$ cat src/ivq_params.svh
// Constants for the interrupt vector queue logic.
// Assumes inclusion by the package and the design modules only.
`ifndef IVQ_PARAMS_SVH
`define IVQ_PARAMS_SVH
`define IVQ_VEC_W 32
`define IVQ_FIFO_DEPTH 16
`define IVQ_NUM_QUEUES 10
`define IVQ_QIDX_W 4
`define IVQ_SRC_MSB 31
`define IVQ_DMA_SRC_MSB 30
`define IVQ_SRC_LSB 28
`define IVQ_CFG_SRC 4'ha
`define IVQ_CFG_QUEUE 4'h8
`define IVQ_PERIPH_QUEUE 4'h9
`define IVQ_HI_BIT 18
`define IVQ_FI_BIT 17
`define IVQ_ERR_BIT 16
`define IVQ_ARF_BIT 1
`define IVQ_ACK_BIT 0
`endif

$ cat src/ivq_pkg.sv
// Types shared by the interrupt vector queue modules.
// Assumes ivq_params.svh is reachable by bare name.
`include "ivq_params.svh"
package ivq_pkg;
    typedef logic [`IVQ_VEC_W-1:0] ivq_vec_t;
    typedef logic [`IVQ_QIDX_W-1:0] ivq_qidx_t;
    typedef enum logic [1:0] {
        IVQ_IDLE = 2'b00,
        IVQ_WRITE = 2'b01,
        IVQ_WAIT = 2'b10
    } ivq_state_t;
endpackage : ivq_pkg

$ cat src/ivq_fifo_if.sv
// Interface between the central vector FIFO and the queue mover.
// Assumes a single clock shared by both ends.
`timescale 1ns/1ps
interface ivq_fifo_if;
    import ivq_pkg::*;
    ivq_vec_t data;
    logic valid;
    logic ready;
    modport source (output data, output valid, input ready);
    modport sink (input data, input valid, output ready);
endinterface : ivq_fifo_if

$ cat src/ivq_fifo.sv
// Central interrupt vector FIFO built from flip-flops.
// Assumes writer holds data while push_ready is low.
`timescale 1ns/1ps
`include "ivq_params.svh"
module ivq_fifo
    import ivq_pkg::*;
#(
    parameter int DEPTH = `IVQ_FIFO_DEPTH
)
(
    input wire logic clk_sys,
    input wire logic reset,
    input wire ivq_vec_t push_data,
    input wire logic push_valid,
    output logic push_ready,
    ivq_fifo_if.source out
);
    localparam int AW = $clog2(DEPTH);
    ivq_vec_t mem [DEPTH];
    logic [AW-1:0] wr_ptr;
    logic [AW-1:0] rd_ptr;
    logic [AW:0] count;
    logic do_push;
    logic do_pop;
    logic has_room;

    // Ready drops one entry early, so a registered copy upstream never overfills
    assign has_room = (count != DEPTH[AW:0]);
    assign push_ready = (count < (AW+1)'(DEPTH - 1));
    assign out.valid = (count != '0);
    assign out.data = mem[rd_ptr];
    assign do_push = push_valid && has_room;
    assign do_pop = out.valid && out.ready;

    always_ff @(posedge clk_sys)
    begin
        if (do_push)
        begin
            mem[wr_ptr] <= push_data;
        end
    end

    always_ff @(posedge clk_sys)
    begin
        if (reset)
        begin
            wr_ptr <= '0;
            rd_ptr <= '0;
            count <= '0;
        end
        else
        begin
            if (do_push)
            begin
                wr_ptr <= (wr_ptr == AW'(DEPTH - 1)) ? '0 : wr_ptr + 1'b1;
            end
            if (do_pop)
            begin
                rd_ptr <= (rd_ptr == AW'(DEPTH - 1)) ? '0 : rd_ptr + 1'b1;
            end
            count <= count + (AW+1)'(do_push) - (AW+1)'(do_pop);
        end
    end
endmodule : ivq_fifo

$ cat src/ivq_top.sv
// Interrupt vector builder, central FIFO and queue mover.
// Assumes the host memory writer answers each write with a done pulse.
// Contract
// - Vectors wait in one central sixteen-entry 32-bit FIFO.
// - Each vector is written to one of ten queues chosen by its source.
// - New vectors set per-queue status bits; host clears each by writing one.
// - Interrupt line asserted while any queue status bit is pending.
// - Upper four bits of each vector identify the source type.
// - Configuration vector holds source 1010, zeros, two flags; goes to config queue.
// - Bit 1 set when the last action request failed.
// - Bit 0 set when the last action request succeeded.
// - DMA vector bit 31 clear, three-bit channel/direction source, matching queue.
// - DMA vector bits besides source and three flags are zero.
// - Host-initiated flag set when descriptor interrupt mark was found.
// - Receive frame flag set on frame branch or hold at finish.
// - Transmit error flag on hold without frame end, or zero count without.
// - Receive error flag when frame could not be fully stored.
`timescale 1ns/1ps
`include "ivq_params.svh"
module ivq_top
    import ivq_pkg::*;
#(
    parameter int DEPTH = `IVQ_FIFO_DEPTH,
    parameter int NQ = `IVQ_NUM_QUEUES
)
(
    input wire logic clk_sys,
    input wire logic reset,
    input wire logic cfg_done,
    input wire logic request_failed_flag,
    input wire logic dma_event,
    input wire logic dma_tx,
    input wire logic [1:0] dma_channel,
    input wire logic host_initiated_flag,
    input wire logic frame_branch,
    input wire logic finish_hold,
    input wire logic frame_end_mark,
    input wire logic zero_byte_count,
    input wire logic rx_incomplete,
    input wire logic periph_valid,
    input wire ivq_vec_t periph_vector,
    input wire logic [NQ-1:0] status_ack,
    input wire logic mem_done,
    output logic event_ready,
    output logic mem_write,
    output ivq_qidx_t mem_queue,
    output ivq_vec_t mem_data,
    output logic [NQ-1:0] global_queue_status,
    output logic int_active
);
    ivq_fifo_if fifo_out ();
    ivq_vec_t next_push;
    logic push_valid;
    logic push_ready;
    ivq_vec_t config_vector;
    ivq_vec_t dma_vector;
    ivq_state_t state;
    logic [NQ-1:0] next_status;
    logic [NQ-1:0] set_mask;

    // Source code in bits 31..28 selects the destination queue
    function automatic ivq_qidx_t queue_of(input ivq_vec_t v);
        if (v[`IVQ_SRC_MSB] == 1'b0)
            return {1'b0, v[`IVQ_DMA_SRC_MSB:`IVQ_SRC_LSB]};
        else if (v[`IVQ_SRC_MSB:`IVQ_SRC_LSB] == `IVQ_CFG_SRC)
            return `IVQ_CFG_QUEUE;
        else
            return `IVQ_PERIPH_QUEUE;
    endfunction : queue_of

    // Configuration vector: all zero except the source and two flags
    always_comb
    begin
        config_vector = '0;
        config_vector[`IVQ_SRC_MSB:`IVQ_SRC_LSB] = `IVQ_CFG_SRC;
        config_vector[`IVQ_ARF_BIT] = request_failed_flag;
        config_vector[`IVQ_ACK_BIT] = !request_failed_flag;
    end

    always_comb
    begin
        dma_vector = '0;
        dma_vector[`IVQ_DMA_SRC_MSB:`IVQ_SRC_LSB] = {dma_tx, dma_channel};
        dma_vector[`IVQ_HI_BIT] = host_initiated_flag;
        if (dma_tx)
        begin
            dma_vector[`IVQ_FI_BIT] = frame_branch || (finish_hold && frame_end_mark);
            dma_vector[`IVQ_ERR_BIT] = !frame_end_mark
                && (finish_hold || zero_byte_count);
        end
        else
        begin
            dma_vector[`IVQ_FI_BIT] = frame_branch || finish_hold;
            dma_vector[`IVQ_ERR_BIT] = rx_incomplete;
        end
    end

    // Priority: configuration, then DMA, then peripheral; losers wait
    always_comb
    begin
        push_valid = cfg_done || dma_event || periph_valid;
        if (cfg_done)
            next_push = config_vector;
        else if (dma_event)
            next_push = dma_vector;
        else
            next_push = periph_vector;
    end

    // Sources see back-pressure through event_ready; the FIFO lowers
    // push_ready a cycle early so this registered copy never drops a push
    always_ff @(posedge clk_sys)
    begin
        if (reset)
            event_ready <= 1'b0;
        else
            event_ready <= push_ready;
    end

    ivq_fifo #(.DEPTH(DEPTH)) u_fifo (
        .clk_sys(clk_sys),
        .reset(reset),
        .push_data(next_push),
        .push_valid(push_valid && event_ready),
        .push_ready(push_ready),
        .out(fifo_out.source)
    );

    assign fifo_out.ready = (state == IVQ_IDLE);

    // One vector in flight to host memory at a time
    always_ff @(posedge clk_sys)
    begin
        if (reset)
        begin
            state <= IVQ_IDLE;
            mem_write <= 1'b0;
            mem_queue <= '0;
            mem_data <= '0;
        end
        else
        begin
            mem_write <= 1'b0;
            unique case (state)
                IVQ_IDLE:
                begin
                    if (fifo_out.valid)
                    begin
                        mem_data <= fifo_out.data;
                        mem_queue <= queue_of(fifo_out.data);
                        mem_write <= 1'b1;
                        state <= IVQ_WAIT;
                    end
                end
                IVQ_WRITE:
                begin
                    state <= IVQ_WAIT;
                end
                IVQ_WAIT:
                begin
                    if (mem_done)
                        state <= IVQ_IDLE;
                end
                default:
                begin
                    state <= IVQ_IDLE;
                end
            endcase
        end
    end

    // Set wins over a clear arriving in the same cycle
    always_comb
    begin
        set_mask = '0;
        if (state == IVQ_WAIT && mem_done)
            set_mask[mem_queue] = 1'b1;
        next_status = (global_queue_status & ~status_ack) | set_mask;
    end

    always_ff @(posedge clk_sys)
    begin
        if (reset)
        begin
            global_queue_status <= '0;
            int_active <= 1'b0;
        end
        else
        begin
            global_queue_status <= next_status;
            int_active <= |next_status;
        end
    end
endmodule : ivq_top

$ cat config.mk
export PLATFORM = sky130hd
export DESIGN_NAME = ivq_top
export DESIGN_NICKNAME = d
export VERILOG_FILES = /design/src/ivq_pkg.sv /design/src/ivq_fifo_if.sv /design/src/ivq_fifo.sv /design/src/ivq_top.sv
export VERILOG_INCLUDE_DIRS = /design/src
export SDC_FILE = /design/constraint.sdc
export NUM_CORES = 1
export LEC_CHECK = 0
export BUFFER_PORTS_ARGS = -buffer_cell sky130_fd_sc_hd__buf_4
export CAP_MARGIN = 40
export CORE_MARGIN = 4
export CORE_UTILIZATION = 50
export CTS_CLUSTER_DIAMETER = 40
export DETAILED_ROUTE_END_ITERATION = 16
export HOLD_SLACK_MARGIN = 0.08
export PLACE_DENSITY = 0.68
export SYNTH_ARGS = -nofsm -noshare
export SYNTH_HDL_FRONTEND = slang
export SYNTH_HIERARCHICAL = 1
export SYNTH_SLANG_ARGS = --single-unit
$ cat constraint.sdc
create_clock -name clk_sys -period 6.4 [get_ports clk_sys]
set_clock_uncertainty 0.15 [all_clocks]
set_input_delay 0.96 -clock clk_sys [delete_from_list [all_inputs] [get_ports clk_sys]]
set_output_delay 0.96 -clock clk_sys [all_outputs]
set_load 0.01 [all_outputs]
==> summary.md <==
| Metric | Value |
|---|---|
| Remaining Overflow, GRT | 0 |
| Switch share | 0.267 |
| Worst-Margin Slew | 0.926 ns |
| Pin count of the biggest net entering global routing | 69 |
| Top cell type by total area after synthesis | edfxtp_1 |
| Multi-input logic area | 5220 sq um |
| Pleak | 8.75 nW |
| Remaining DRCs | 0 |
| Crit path cell chain | inv_1, ha_1, or4b_1, nand2_1, inv_1, ha_1, inv_1, ha_1, inv_1, fa_1, nand2b_1, a21oi_1, o21a_1, nor3_1 |
| Seq. cell area | 16,700 sq um |
| RSZ-0062 raised after global routing | false |
| Synth Register Bits | 578 |
| Area Growth Syn to Fin | 18.6% |
| CP Capture Type | flop |
| # H-tree levels | 3 |
| HP Class | reg2reg |
| Final Hold Vio Count | 0 |
| CTS clk-pin slew, worst paths | 0.05 ns |
| Fin crit share | 0.493 |
| PD cells | 414 nW/um^2 |
| Post-CTS Setup Bufs | 0 |
| MaxCap Viol Count | 0 |
| Combinational power share | 0.226 |
| Status | finished, final reports clean |
| Largest delay contributor family on the critical path | adder cells |
| Core Area | 43,500 sq um |
| F_max | 317 MHz |
| Vias in the first global route | 11,800 |
| Internal power | 7.98 mW |
| YS warnings | 6 |
| Reg power frac | 0.417 |
| CTS Hold Bufs | 0 |
| Dominant synthesized flop cell | edfxtp_1 |
| I/O Buffers | 106 |
| CTS sink cnt | 578 |
| Setup WS post-layout | 3.24 ns |
| CP peak stage delay | 0.57 ns |
| Total Wirelength | 47,100 um |
| CP startpoint kind | flop |
| Die height | 219 um |
| Post-Syn Nets | 1,240 |
| Cell area after synthesis | 22,200 sq um |
| First-pass GRT wire length | 72,500 um |
| Drt wl/cell | 24.1 um |
| DR vias | 11,400 |
| CP most frequent cell | inv_1 |
| Max-slew headroom at the worst pin | 0.381 |
| Row Count | 76 |
| Most frequent cell after synthesis | edfxtp_1 |
| Die ar. | 47,800 sq um |
| Count of cell types in the netlist | 45 |
| Slowest cell on crit path | or4b_1 |
| 1st-pass router iterations | 5 |
| Fill count | 3,124 |
| Pre-CTS setup slack | 2.85 ns |
| Post-synth EDFFs | 512 |
| Post-layout min period | 3.16 ns |
| Mean Syn Cell Area | 19.0 sq um |
| Worst EP required | 6.67 ns |
| Layout cells sized above 1 | 0.296 |
| Initial Utilization | 0.510 |
| HPWL after DPL | 27,500 um |
| DRT antenna net count | 0 |
| Peak VDD IR | 0.268 mV |
| Chip Width | 219 um |
| Seq/Total Area, Yosys | 0.753 |
| Psw | 2.90 mW |
| Gp weighted congestion | 0.768 |
| Buffers plus inverters on the worst setup path | 4 |
| Clock Latency Late Sink | 0.58 ns |
| TritonCTS clock tree | done |
| Final setup viols | 0 |
| 1st-iter DRT viols | 1,017 |
| Post_cts resized | 0 |
| Worst path arrival time | 3.43 ns |
| Clock Tree Buf Depth | 3 |
| I/O pin count | 107 |
| # nets final | 1,391 |
| Synth top area cells | edfxtp_1 69%, mux4_2 13%, dfxtp_1 6.0% |
| Max Slew Vio Count | 0 |
| Crit-path max FO | 6 |
| Clock root cell | clkbuf_16 |
| Post-Synthesis Cells | 1,168 |
| CTS buffer count | 69 |
| Synth top cells by count | 512 x edfxtp_1, 128 x mux4_2, 112 x nand2_1 |
| Initial antenna violation count | 0 |
| Total track usage | 0.203 |
| Async SR Flop Fraction | 0 |
| CP Class | reg2reg |
| Synth top area share | 0.694 |
| Final total negative setup slack | 0 ns |
| Via/cell ratio | 5.82 |
| Clk pwr share | 0.356 |
[stage by stage]
step	util	total power [mW]	cells	cell area [sq um]	hold WS [ns]
after floorplan	-	6.37	1168	22200	0.313
after global placement	0.546	7.00	1822	23700	0.294
after detailed placement	0.552	7.12	1833	24000	0.298
after CTS	0.605	11.0	1955	26300	0.306
after global routing	0.605	11.4	1955	26300	0.334
final	0.605	10.9	1956	26300	0.304
[cells by family after synthesis]
| family | share of synthesized area |
|---|---|
| flops | 0.753 |
| simple gates | 0.0461 |
| compound gates | 0.0410 |
| mux | 0.132 |
| buf+inv | 0.0177 |
| fa+ha+maj | 0.00824 |
| xor+xnor | 0.00158 |
[registers in the layout, indices dropped and copies added (netlist names), 4 cells and up, named ones only]
register / flops
u_fifo/count: 5
u_fifo/mem: 512
u_fifo/wr_ptr: 4
u_fifo/rd_ptr: 4
global_queue_status: 10
mem_data: 31
mem_queue: 4
[worst min-delay path: cells and delay by family, from the launching register on]
kind,cells,cell delay [ns]
AOI/OAI and AO/OA,1,0.05
DFF,1,0.30
and+or+nand+nor,1,0.05
[final timing paths]
kind	depth (start not counted)	slack, ns	endpoint	startpoint
setup / recovery	14	3.24	u_fifo/count[4]	u_fifo/count[2]
hold / removal	2	0.30	mem_data[18]	mem_data[18]
setup reg to reg	14	3.24	u_fifo/count[4]	u_fifo/count[2]
hold reg to reg	2	0.30	mem_data[18]	mem_data[18]
[power by group through the flow]
stage	clock network [mW]	registers, mW	logic (mW)
final	3.88	4.54	2.46
after global placement	0	4.61	2.39
after CTS	3.96	4.54	2.51
after detailed placement	0	4.62	2.50
after floorplan	0	4.56	1.80
after global routing	4.13	4.57	2.70
[routing by layer]
| layer | part of all wire | up-vias | global-route usage | wire, um |
|---|---|---|---|---|
| met2 | 0.48 | 443 | 0.322 | 22500 |
| li1 | - | 4976 | - | - |
| met3 | 0.080 | 70 | 0.0409 | 3760 |
| met5 | 0 | - | 0 | 0 |
| met1 | 0.42 | 5903 | 0.292 | 19900 |
| met4 | 0.018 | 0 | 0.0548 | 867 |
[final cells by class]
| class | instances | share of cell area |
|---|---|---|
| Sequential cell | 578 | 0.636 |
| Inverter | 16 | 0.00229 |
| Tap cell | 585 | 0.0278 |
| Clock buffer | 83 | 0.0697 |
| Clock inverter | 39 | 0.0177 |
| Multi-Input combinational cell | 509 | 0.198 |
| Timing Repair Buffer | 145 | 0.0485 |
| Antenna cell | 1 | 0.0000952 |
[placed cells by master (no fill, tap or decap), drive strengths merged, types with 3 or more instances in the layout]
master and count:
inv 24, ha 13, xor2 3, nand2b 9
nor2 37, nor3 7, and2 24, clkinv 17
nand3 4, mux2i 4, o21ai 4, a22oi 64
nor2b 17, edfxtp 512, a21oi 53, bufinv 8
mux4 128, clkbuf 83, dfxtp 66, nand2 112
a31oi 3, buf 145, clkinvlp 6
Power figures use the tool's default switching activity.
